<file path="config.mk">
export PLATFORM = sky130hd
export DESIGN_NAME = fcu_compare_unit
export DESIGN_NICKNAME = d
export VERILOG_FILES = /design/src/include/fcu_pkg.sv /design/src/include/fcu_cmp_if.sv /design/src/hw/fcu_compare_core.sv /design/src/hw/fcu_compare_unit.sv
export SDC_FILE = /design/constraint.sdc
export NUM_CORES = 1
export LEC_CHECK = 0
export BUFFER_PORTS_ARGS = -buffer_cell sky130_fd_sc_hd__buf_2
export CAP_MARGIN = 20
export CORE_MARGIN = 2
export CORE_UTILIZATION = 40
export DETAILED_ROUTE_END_ITERATION = 6
export PLACE_DENSITY = 0.69
export SLEW_MARGIN = 15
export SYNTH_ARGS = -nofsm -noshare
export SYNTH_HDL_FRONTEND = slang
export SYNTH_SLANG_ARGS = --single-unit
</file>
<file path="constraint.sdc">
create_clock -name clk -period 7.8 [get_ports clk]
set_clock_uncertainty 0.2 [all_clocks]
set_input_delay 1.56 -clock clk [delete_from_list [all_inputs] [get_ports clk]]
set_output_delay 1.56 -clock clk [all_outputs]
set_load 0.1 [all_outputs]
</file>
<file path="src/include/fcu_pkg.sv">
// shared constants for the float compare unit
`default_nettype none
package fcu_pkg;
	// operation codes seen on the issue port
	localparam logic [7:0] FCU_OP_GEQ = 8'h92;
	localparam logic [7:0] FCU_OP_EQL = 8'h94;
	localparam logic [7:0] FCU_OP_EQL_FLAGS = 8'h95;
	// exception vector layout
	localparam int FCU_FLAG_W = 7;
	localparam int FCU_BIT_DIVIDE_BY_ZERO = 0;
	localparam int FCU_BIT_ROUNDED_RESULT = 1;
	localparam int FCU_BIT_RESULT_TOO_SMALL = 2;
	localparam int FCU_BIT_RESULT_TOO_LARGE = 3;
	localparam int FCU_BIT_BAD_OPERATION = 4;
	localparam int FCU_BIT_INPUT_FLUSHED = 5;
	localparam int FCU_BIT_OUTPUT_FLUSHED = 6;
	// single precision field layout
	localparam int FCU_SIGN_BIT = 31;
	localparam int FCU_EXP_HI = 30;
	localparam int FCU_EXP_LO = 23;
	localparam int FCU_MANT_HI = 22;
	localparam logic [7:0] FCU_EXP_ALL_ONES = 8'hff;
	localparam logic [7:0] FCU_EXP_ZERO = 8'h00;
	localparam logic [22:0] FCU_MANT_ZERO = 23'h000000;
	// register byte offsets on the bus
	localparam logic [11:0] FCU_OFS_STATUS = 12'h000;
	localparam logic [11:0] FCU_OFS_LAST_RESULT = 12'h004;
	localparam logic [11:0] FCU_OFS_WRITE_COUNT = 12'h008;
	localparam int FCU_OFS_W = 12;
	// reset values
	localparam logic [6:0] FCU_STATUS_RESET = 7'h00;
	localparam logic [31:0] FCU_WORD_RESET = 32'h00000000;
	// cycles from issue to result
	localparam int FCU_LATENCY_CYCLES = 1;
endpackage : fcu_pkg
`default_nettype wire

</file>
<file path="src/include/fcu_cmp_if.sv">
// operands and compare outcomes between the unit and its compare core
`timescale 1ns/1ps
`default_nettype none
interface fcu_cmp_if;
	logic [31:0] first_operand; // issued first source value
	logic [31:0] second_operand; // issued second source value
	logic equal_result; // 1 when operands compare equal
	logic geq_result; // 1 when first is at least second
	logic [6:0] equal_flags; // exceptions raised by the equality compare
	logic [6:0] geq_flags; // exceptions raised by the ordered compare
	modport core (
		input first_operand,
		input second_operand,
		output equal_result,
		output geq_result,
		output equal_flags,
		output geq_flags
	);
	modport user (
		output first_operand,
		output second_operand,
		input equal_result,
		input geq_result,
		input equal_flags,
		input geq_flags
	);
endinterface : fcu_cmp_if
`default_nettype wire

</file>
<file path="src/hw/fcu_compare_core.sv">
// combinational single precision equal and greater-or-equal compare
`timescale 1ns/1ps
`default_nettype none
module fcu_compare_core (
	// operands in, outcomes out
	fcu_cmp_if.core cmp
);
	// exponent zero with a nonzero fraction
	function automatic logic is_denorm(input logic [31:0] x);
		is_denorm = (x[fcu_pkg::FCU_EXP_HI:fcu_pkg::FCU_EXP_LO] ==
			fcu_pkg::FCU_EXP_ZERO) &&
			(x[fcu_pkg::FCU_MANT_HI:0] != fcu_pkg::FCU_MANT_ZERO);
	endfunction : is_denorm

	// exponent all ones with a nonzero fraction, quiet or signalling
	function automatic logic is_nan(input logic [31:0] x);
		is_nan = (x[fcu_pkg::FCU_EXP_HI:fcu_pkg::FCU_EXP_LO] ==
			fcu_pkg::FCU_EXP_ALL_ONES) &&
			(x[fcu_pkg::FCU_MANT_HI:0] != fcu_pkg::FCU_MANT_ZERO);
	endfunction : is_nan

	// magnitude without sign; a flushed denormal becomes zero here
	function automatic logic [30:0] magnitude(input logic [31:0] x);
		if (is_denorm(x)) begin
			magnitude = 31'h00000000;
		end else begin
			magnitude = x[fcu_pkg::FCU_EXP_HI:0];
		end
	endfunction : magnitude

	logic [30:0] mag_a; // flushed magnitude of first operand
	logic [30:0] mag_b; // flushed magnitude of second operand
	logic neg_a; // first operand negative and nonzero
	logic neg_b; // second operand negative and nonzero
	logic any_nan; // either operand not a number
	logic any_flush; // either operand was a denormal
	logic ordered_geq; // geq outcome ignoring nan

	// sign only matters for nonzero values, so +0 and -0 tie
	always_comb begin
		mag_a = magnitude(cmp.first_operand); // [RULE3] [RULE8] [RULE9]
		mag_b = magnitude(cmp.second_operand); // [RULE3] [RULE8] [RULE9]
		neg_a = cmp.first_operand[fcu_pkg::FCU_SIGN_BIT] && (mag_a != 31'h0);
		neg_b = cmp.second_operand[fcu_pkg::FCU_SIGN_BIT] && (mag_b != 31'h0);
		any_nan = is_nan(cmp.first_operand) || is_nan(cmp.second_operand);
		any_flush = is_denorm(cmp.first_operand) ||
			is_denorm(cmp.second_operand);
		// order by sign first, then magnitude, reversed when negative
		if (neg_a != neg_b) begin
			ordered_geq = neg_b;
		end else if (neg_a) begin
			ordered_geq = (mag_a <= mag_b);
		end else begin
			ordered_geq = (mag_a >= mag_b);
		end
	end

	// outcomes; nan answers 0 for both compares
	always_comb begin
		cmp.equal_result = !any_nan && (mag_a == mag_b) &&
			(neg_a == neg_b); // [RULE1] [RULE16]
		cmp.geq_result = !any_nan && ordered_geq; // [RULE2] [RULE16]
		cmp.equal_flags = 7'h00;
		cmp.geq_flags = 7'h00;
		// equality is quiet: no invalid even on nan
		cmp.equal_flags[fcu_pkg::FCU_BIT_INPUT_FLUSHED] = any_flush; // [RULE9]
		cmp.geq_flags[fcu_pkg::FCU_BIT_INPUT_FLUSHED] = any_flush; // [RULE8]
		cmp.geq_flags[fcu_pkg::FCU_BIT_BAD_OPERATION] = any_nan; // [RULE16]
	end
endmodule : fcu_compare_core
`default_nettype wire

</file>
<file path="src/hw/fcu_compare_unit.sv">
// float compare unit: issue port, sticky status word and bus slave
`timescale 1ns/1ps
`default_nettype none
// What this block does
// [RULE1] equal compare writes 1 else 0
// [RULE2] geq compare writes 1 when first at least second
// [RULE3] operands single precision, result plain integer
// [RULE4] flags compare stores exception vector, not outcome
// [RULE5] vector bits six to zero, upper bits zero
// [RULE6] flags compare result is integer bit vector
// [RULE7] flags compare never touches status word
// [RULE8] boolean compares flush denormals, set input flush
// [RULE9] flags compare flushes denormals, sets vector bit
// [RULE10] boolean compare exceptions set status word flags
// [RULE11] status flags sticky, only explicit write clears
// [RULE12] status update lands with destination write
// [RULE13] simultaneous updates OR with previous flag value
// [RULE14] false guard blocks destination and status flags
// [RULE15] false guard keeps flags compare destination
// [RULE16] nan returns 0; only geq raises invalid
// [RULE17] one cycle latency, new operation every cycle
module fcu_compare_unit (
	// clock and reset
	input wire logic clk,
	input wire logic resetn,
	// issue from the core
	input wire logic issue_valid,
	input wire logic [7:0] issue_opcode,
	input wire logic [31:0] first_source_register,
	input wire logic [31:0] second_source_register,
	input wire logic guard_present,
	input wire logic [31:0] guard_value,
	// flag updates from other float units in the same cycle
	input wire logic other_flags_valid,
	input wire logic [6:0] other_flags,
	// writeback
	output logic result_valid,
	output logic result_write,
	output logic [31:0] result_data,
	// sticky flags
	output logic [6:0] processor_status_word,
	// ahb-lite slave
	input wire logic hsel,
	input wire logic [31:0] haddr,
	input wire logic [1:0] htrans,
	input wire logic hwrite,
	input wire logic [2:0] hsize,
	input wire logic [31:0] hwdata,
	input wire logic hready,
	output logic hreadyout,
	output logic hresp,
	output logic [31:0] hrdata
);
	logic rst_meta_n; // first reset stage, read only by the second
	logic rst_n; // released reset used everywhere else

	// async assert, two-stage release to avoid metastable exit
	always_ff @(posedge clk or negedge resetn) begin
		if (!resetn) begin
			rst_meta_n <= 1'b0;
			rst_n <= 1'b0;
		end else begin
			rst_meta_n <= 1'b1;
			rst_n <= rst_meta_n;
		end
	end

	// compare core hookup
	fcu_cmp_if cmp ();

	fcu_compare_core u_core (
		.cmp(cmp.core)
	);

	// operands go straight to the core; no holding register needed
	assign cmp.first_operand = first_source_register; // [RULE3]
	assign cmp.second_operand = second_source_register; // [RULE3]

	// decode of the issued operation
	logic op_eql; // boolean equal
	logic op_geq; // boolean greater-or-equal
	logic op_flags; // flags-only equal
	logic guard_ok; // guard absent or its lsb set
	logic op_known; // one of the three handled codes
	logic plain_write; // boolean compare that commits
	logic flags_write; // flags compare that commits

	// unhandled codes are ignored, leaving writeback quiet
	always_comb begin
		op_eql = issue_valid && (issue_opcode == fcu_pkg::FCU_OP_EQL);
		op_geq = issue_valid && (issue_opcode == fcu_pkg::FCU_OP_GEQ);
		op_flags = issue_valid &&
			(issue_opcode == fcu_pkg::FCU_OP_EQL_FLAGS);
		guard_ok = !guard_present || guard_value[0]; // [RULE14] [RULE15]
		op_known = op_eql || op_geq || op_flags;
		plain_write = (op_eql || op_geq) && guard_ok; // [RULE14]
		flags_write = op_flags && guard_ok; // [RULE15]
	end

	// value to write back
	logic [31:0] next_result_data; // destination value of this issue
	logic [6:0] compare_flags; // flags raised by a committing boolean op

	// boolean ops give 0/1, flags op gives the zero-extended vector
	always_comb begin
		next_result_data = result_data;
		compare_flags = 7'h00;
		if (op_eql) begin
			next_result_data = {31'h00000000, cmp.equal_result}; // [RULE1]
		end else if (op_geq) begin
			next_result_data = {31'h00000000, cmp.geq_result}; // [RULE2]
		end else if (op_flags) begin
			// upper bits forced zero [RULE4] [RULE5] [RULE6]
			next_result_data = {25'h0000000, cmp.equal_flags};
		end
		if (plain_write && op_eql) begin
			compare_flags = cmp.equal_flags; // [RULE10]
		end else if (plain_write && op_geq) begin
			compare_flags = cmp.geq_flags; // [RULE10]
		end
		// flags op contributes nothing to the status word [RULE7]
	end

	// bus address phase capture
	logic bus_take; // valid transfer accepted this cycle
	logic wr_pending; // write data phase in progress
	logic [11:0] wr_addr; // offset of the pending write
	logic status_write; // pending write hits the status word

	assign bus_take = hsel && htrans[1] && hready;
	assign status_write = wr_pending && (wr_addr == fcu_pkg::FCU_OFS_STATUS);

	// remember a write so its data can be taken in the next cycle
	always_ff @(posedge clk or negedge rst_n) begin
		if (!rst_n) begin
			wr_pending <= 1'b0;
			wr_addr <= 12'h000;
		end else begin
			wr_pending <= bus_take && hwrite;
			wr_addr <= haddr[11:0];
		end
	end

	// next status word
	logic [6:0] next_status; // status word after this edge
	logic [6:0] set_flags; // all sets arriving this cycle

	// sets win over a clearing write in the same cycle
	always_comb begin
		set_flags = compare_flags; // [RULE10] [RULE12]
		if (other_flags_valid) begin
			set_flags = set_flags | other_flags; // [RULE13]
		end
		if (status_write) begin
			// only an explicit write may drop a flag [RULE11]
			next_status = hwdata[6:0] | set_flags;
		end else begin
			next_status = processor_status_word | set_flags; // [RULE13]
		end
	end

	// sticky flags register
	always_ff @(posedge clk or negedge rst_n) begin
		if (!rst_n) begin
			processor_status_word <= fcu_pkg::FCU_STATUS_RESET;
		end else begin
			processor_status_word <= next_status; // [RULE11] [RULE12]
		end
	end

	// writeback registers, one cycle after issue
	always_ff @(posedge clk or negedge rst_n) begin
		if (!rst_n) begin
			result_valid <= 1'b0;
			result_write <= 1'b0;
			result_data <= fcu_pkg::FCU_WORD_RESET;
		end else begin
			result_valid <= op_known; // [RULE17]
			result_write <= plain_write || flags_write; // [RULE14] [RULE15]
			// a false guard leaves the old value standing
			if (plain_write || flags_write) begin
				result_data <= next_result_data; // [RULE12] [RULE17]
			end
		end
	end

	// count of committed writebacks, visible on the bus
	logic [31:0] write_count; // wraps at the top
	logic [31:0] next_write_count; // value after this edge

	always_comb begin
		next_write_count = write_count;
		if (plain_write || flags_write) begin
			next_write_count = write_count + 32'h00000001;
		end
	end

	always_ff @(posedge clk or negedge rst_n) begin
		if (!rst_n) begin
			write_count <= fcu_pkg::FCU_WORD_RESET;
		end else begin
			write_count <= next_write_count;
		end
	end

	// read mux; uses next values so a read right after a write is current
	logic [31:0] next_rdata; // data for the following data phase

	always_comb begin
		next_rdata = 32'h00000000;
		case (haddr[fcu_pkg::FCU_OFS_W-1:0])
			fcu_pkg::FCU_OFS_STATUS: begin
				next_rdata = {25'h0000000, next_status};
			end
			fcu_pkg::FCU_OFS_LAST_RESULT: begin
				if (plain_write || flags_write) begin
					next_rdata = next_result_data;
				end else begin
					next_rdata = result_data;
				end
			end
			fcu_pkg::FCU_OFS_WRITE_COUNT: begin
				next_rdata = next_write_count;
			end
			default: begin
				// unmapped offsets read as zero
				next_rdata = 32'h00000000;
			end
		endcase
	end

	// zero wait state answers; hresp stays okay for every address
	always_ff @(posedge clk or negedge rst_n) begin
		if (!rst_n) begin
			hreadyout <= 1'b1;
			hresp <= 1'b0;
			hrdata <= 32'h00000000;
		end else begin
			hreadyout <= 1'b1;
			hresp <= 1'b0;
			if (bus_take && !hwrite) begin
				hrdata <= next_rdata;
			end
		end
	end

	// hsize is not checked: only whole word transfers are expected
	logic unused_bits; // keeps unread inputs visible to readers
	assign unused_bits = ^{hsize, haddr[31:12], guard_value[31:1]};
endmodule : fcu_compare_unit
`default_nettype wire

</file>
# ---- Yosys cells after proc, flatten, opt, wreduce, memory -nomap -nowiden
# Index checks and enable logic that the tools add are counted.
dict set report totals {
  out_inout_bits 75
  input_bits 188
  word_cells 78
  ff_bits 120
}
dict set report op_classes {
  n_eq_ne 10
  magnitude_cmp 2
  reduce_logical 38
  add_sub_neg 1
  bitwise 3
  n_mux 14
}
# operator n
set op_table {}
lappend op_table {{32-bit two-way mux} 5}
lappend op_table {{32-bit one-hot mux with 3 select lines} 1}
lappend op_table {{31-bit two-way mux} 2}
lappend op_table {{31-bit nonzero test} 2}
lappend op_table {{23-bit nonzero test} 2}
lappend op_table {{8-bit equality test (second input constant)} 5}
lappend op_table {{32-bit by 1-bit adder with 32-bit output (second input constant)} 1}
lappend op_table {{31-bit equality test} 1}
lappend op_table {{31-bit >= comparator} 1}
lappend op_table {{31-bit <= comparator} 1}
lappend op_table {{12-bit zero test} 2}
lappend op_table {{1-bit logical AND} 21}
lappend op_table {{7-bit OR} 3}
lappend op_table {{8-bit zero test} 2}
lappend op_table {{7-bit two-way mux} 2}
lappend op_table {{12-bit by 3-bit equality test with 1-bit output (second input constant)} 1}
lappend op_table {{12-bit by 4-bit equality test with 1-bit output (second input constant)} 1}
lappend op_table {{6-bit two-way mux} 2}
lappend op_table {{1-bit logical OR} 6}
lappend op_table {{1-bit zero test} 3}
lappend op_table {{1-bit two-way mux} 2}
lappend op_table {{1-bit equality test} 1}
lappend op_table {{1-bit inequality test} 1}

# ---- Depth between registers and ports, before layout
dict set report depth {
  word_depth 12
  ltp_mapped 14
}

# ---- Cells and area by module
# Synthesis repeated with hierarchy kept, for this count alone.
dict set report unflattened {
  cells_unflattened 620
  hier_area_um2 6386.1
}
# module n_inst cells_per_inst seq_area_each_um2 area_per_inst_um2
set modules_own_cells {}
lappend modules_own_cells {fcu_compare_unit 1 417 3002.9 5031.1}
lappend modules_own_cells {fcu_compare_core 1 203 0.0 1355.0}

# ---- Worst setup path before layout
# No wires, ideal clock.
dict set report synth_timing {
  path_kind {input port to flip-flop}
  startpoint {in second_source_register[16]}
  endpoint {reg hrdata[0]}
  t_arrival_ns 4.309
  setup_time_ns 0.110
  n_path_buf 2
  slack_ns 3.181
  path_stages 14
  required_ns 7.490
  cell_sequence {nor4_1 -> nand4_1 -> o21bai_1 -> clkbuf_1 -> clkbuf_1 -> nand2_1 -> ha_1 -> nand4_1 -> nor4_1 -> and3_1 -> a31oi_1 -> a2111oi_0 -> nand2_1 -> o41ai_1}
}
dict set report synth_between {
  elab_chain_len 12
  elab_cells_between_ends 22
  cone_classes {2 x order compare; 3 x eq/ne; 7 x mux; 10 x reduce/logical}
}
# element line
set synth_rtl {}
lappend synth_rtl {{start: declaration} fcu_compare_unit.sv:30} ;# input wire logic [31:0] second_source_register,
lappend synth_rtl {{branches (longest 9 deep; another with 31-bit >= comparator)} n/a}
lappend synth_rtl {{32-bit two-way mux *} fcu_compare_unit.sv:108} ;# if (op_eql) begin
lappend synth_rtl {{32-bit two-way mux *} fcu_compare_unit.sv:216} ;# if (plain_write || flags_write) begin
lappend synth_rtl {{32-bit one-hot mux with 3 select lines *} fcu_compare_unit.sv:211} ;# case (haddr[fcu_pkg::FCU_OFS_W-1:0])
lappend synth_rtl {{end signal: assignment} fcu_compare_unit.sv:242} ;# hrdata <= next_rdata;
lappend synth_rtl {{end: declaration} fcu_compare_unit.sv:52} ;# output logic [31:0] hrdata
# Mark *: on every way between the ends.
# A chain may end at the register's enable or synchronous reset.

# ---- Final worst setup path
dict set report layout_timing {
  startpoint {in first_source_register[1]}
  endpoint {reg hrdata[0]}
}
dict set report layout_between {
  elab_chain_len 12
  elab_cells_between_ends 22
  cone_classes {2 x order compare; 3 x eq/ne; 7 x mux; 10 x reduce/logical}
}
# element line
set layout_rtl {}
lappend layout_rtl {{start: declaration} fcu_compare_unit.sv:29} ;# input wire logic [31:0] first_source_register,
lappend layout_rtl {{branches (longest 9 deep; another with 31-bit >= comparator)} n/a}
lappend layout_rtl {{32-bit two-way mux *} fcu_compare_unit.sv:108}
lappend layout_rtl {{32-bit two-way mux *} fcu_compare_unit.sv:216}
lappend layout_rtl {{32-bit one-hot mux with 3 select lines *} fcu_compare_unit.sv:211}
# Marked as above.

==> flow_summary_export.csv <==
group,metric,value,unit
die,fp-row-count,45,
clock_tree,cts.htree.levels,4,
sta,post-route-min-period,4.91,ns
layout,drive_above_1_share,30.1,%
critical_path,cp_data_arrival_time,5.02,ns
layout,finalInstanceArea,7770,sq um
sta,fmax,204,MHz
clock_tree,cts_buffer_depth,2,
die,die_w,128,microns
layout,num_antenna_cells,0,
critical_path,rr_worst_depth,7,
yosys,yosys.area.top_type_share,48.9,%
yosys,synth_top_area_cell,"dfrtp_1",
sta,relSlewSlack,49.2,%
clock_tree,ctsHoldBuffers,0,
yosys,netlist_top_cells_area,"dfrtp_1 (49%), ha_1 (6.5%), and2_1 (6.2%)",
sta,rsz0062_at_grt,"false",
sta,setup_viol,0,
yosys,synth_top_flop_cell,"dfrtp_1",
place,io_buffers,180,
routing,totalWireLength,15.3,mm
yosys,syn-cell-area,6140,sq um
yosys,ys_types,56,
place,globalplace.congestion,0.936,
grt,grt_pass1_vias,5067,
routing,drc,0,
yosys,async_reset_ff_share,100,%
place,dp_slack,2.22,ns
yosys,ys_ff_latch,120,
place,dp_hpwl,11.3,mm
status,run_status,"completed",
yosys,avgSynthCellArea,10.2,sq um
critical_path,worstSetupStartpoint,"first_source_register[1]",
routing,first_iter_violations,247,
sta,setup_slack,2.89,ns
yosys,seq_area_frac_synth,48.9,%
sta,worstMarginPinSlew,0.762,ns
yosys,synth.most_common_cell,"dfrtp_1",
clock_tree,cts.sinks,120,
layout,fin_util,51.5,%
yosys,yosys_warnings,0,
sta,finalCritPeriodShare,62.9,%
pwr,max-vdd-ir-drop,0.134,mV
critical_path,crit_fanout,13,
layout,final_nets,1002,
clock_tree,worstSkewPairLatency,0.41,ns
routing,num_vias,5181,
grt,grt_use_total,19.3,%
clock_tree,cts_post_setup_buffers_inserted,0,
die,io_pins,263,
place,dpl_cell_area,7210,sq um
grt,grt_pass1_wl,24.8,mm
die,die_h,128,microns
routing,route.detailed.wl_per_inst,15.5,microns
pwr,p_leak,4.02,nW
hold_path,worstHoldPathType,"flop to asynchronous set/reset pin",
critical_path,cp-start-kind,"primary input",
grt,grt_max_degree,87,
pwr,power.density,189,nW/um^2
clock_tree,cts_tree,"yes",
run,max_cap_violations,0,
routing,routed_via_density,5.27,
sta,slew_viol_final,0,
critical_path,cp-end-kind,"flop",
die,core_area,15100,sq um
critical_path,path_class,"primary input to flop",
grt,overflow,0,
clock_tree,cts_root_buffer,"clkbuf_16",
critical_path,timing.rr.start,"write_count[8]$_DFF_PN0_",
sta,timing.hold.ws,0.0799,ns
critical_path,worst_ep_required_time,7.91,ns
yosys,synthTopCellsByCount,"dfrtp_1 (120), nand2_1 (79), and2_1 (61)",
clock_tree,numCtsBuffers,17,
sta,final.setup.tns,0,ns
grt,antenna_found_initial,0,
routing,first_pass_iters,4,
clock_tree,cts_resized,0,
layout,area_delta_synth_final,26.6,%
clock_tree,clkTransAtPathRegs,0.06,ns
yosys,synth_edf_count,0,
routing,ant_nets,0,
yosys,postSynthCellCount,604,
sta,finalHoldViolations,0,
die,start_util,40.7,%
die,die-area,16400,sq um
-- state kept, by name, summed over array words and instances, names as in the netlist --
signal,cells
wr_addr,12
hrdata,32
result_valid,1
wr_pending,1
result_data,32
rst_meta_n,1
write_count,32
rst_n,1
result_write,1
processor_status_word,7
-- cell families after synthesis --
group	share of synthesized area [%]
AND/OR/NAND/NOR	25.1
flip-flops	48.9
AO/OA/AOI/OAI	10.2
buffers and inverters	2.65
adder cells (fa/ha/maj)	6.52
XOR/XNOR	4.81
multiplexers	1.69
other	0.122
-- worst max-delay path: stages --
cell and delay [ns]:
buf_2 0.10, nor4_1 0.50, nand4_1 0.19, o21bai_1 0.47
buf_4 0.27, and2_1 0.15, ha_1 0.17, nand4_1 0.11
nor4_1 0.33, and3_1 0.28, a31oi_1 0.06, a2111oi_0 0.38
nand2_1 0.13, o41ai_1 0.32
-- stage by stage --
stage          power, mW  instances
4_1_cts             1.48        982
2_1_floorplan      0.710        605
3_3_place_gp       0.759        950
3_5_place_dp       0.760        950
6_report            1.47        983
5_1_grt             1.53        983
-- where the power goes --
part | internal (mW) | total [mW] | switching [mW]
logic | 0.0476 | 0.113 | 0.0653
registers | 0.629 | 0.636 | 0.00730
clock network | 0.444 | 0.719 | 0.275
-- worst paths after layout --
| kind | endpoint | slack (ns) |
|---|---|---|
| worst min register to register | result_data[14]$_DFF_PN0_ | 0.08 |
| worst max register to register | hrdata[28]$_DFFE_PN0P_ | 5.30 |
| worst max-delay path | hrdata[0]$_DFFE_PN0P_ | 2.89 |
| worst min-delay path | result_data[14]$_DFF_PN0_ | 0.08 |
| min in group clk | rst_n$_DFF_PN0_ | 0.15 |
| max in group asynchronous | hrdata[1]$_DFFE_PN0P_ | 6.21 |
-- area by class of cell --
| type | instances | area [sq um] |
|---|---|---|
| fill | 1429 | 7320 |
| sequential | 120 | 3010 |
| multi-input combinational | 444 | 2980 |
| timing repair buffer | 187 | 957 |
| clock buffer | 20 | 447 |
| tap | 188 | 235 |
| clock inverter | 12 | 104 |
| inverter | 12 | 45.0 |
-- routing by layer --
layer | global-route usage (%) | routed length, microns
met1 | 24.6 | 6890
met2 | 31.5 | 7110
met3 | 5.76 | 955
met4 | 6.66 | 308
met5 | 0 | 0
-- placed cells by master, fill, tap and decap left out, types with 7 or more instances in the layout --
master	instances
o21ai_0	8
mux2i_1	7
xor2_1	10
and2_1	61
nor2_1	41
ha_1	32
buf_2	180
nand4_1	18
nand2_1	79
a221o_1	25
a21oi_1	24
and3_1	9
clkbuf_16	17
nand3_1	26
inv_1	12
dfrtp_1	119
nor4_1	17
xnor2_1	20
Power figures use the tool's default switching activity.
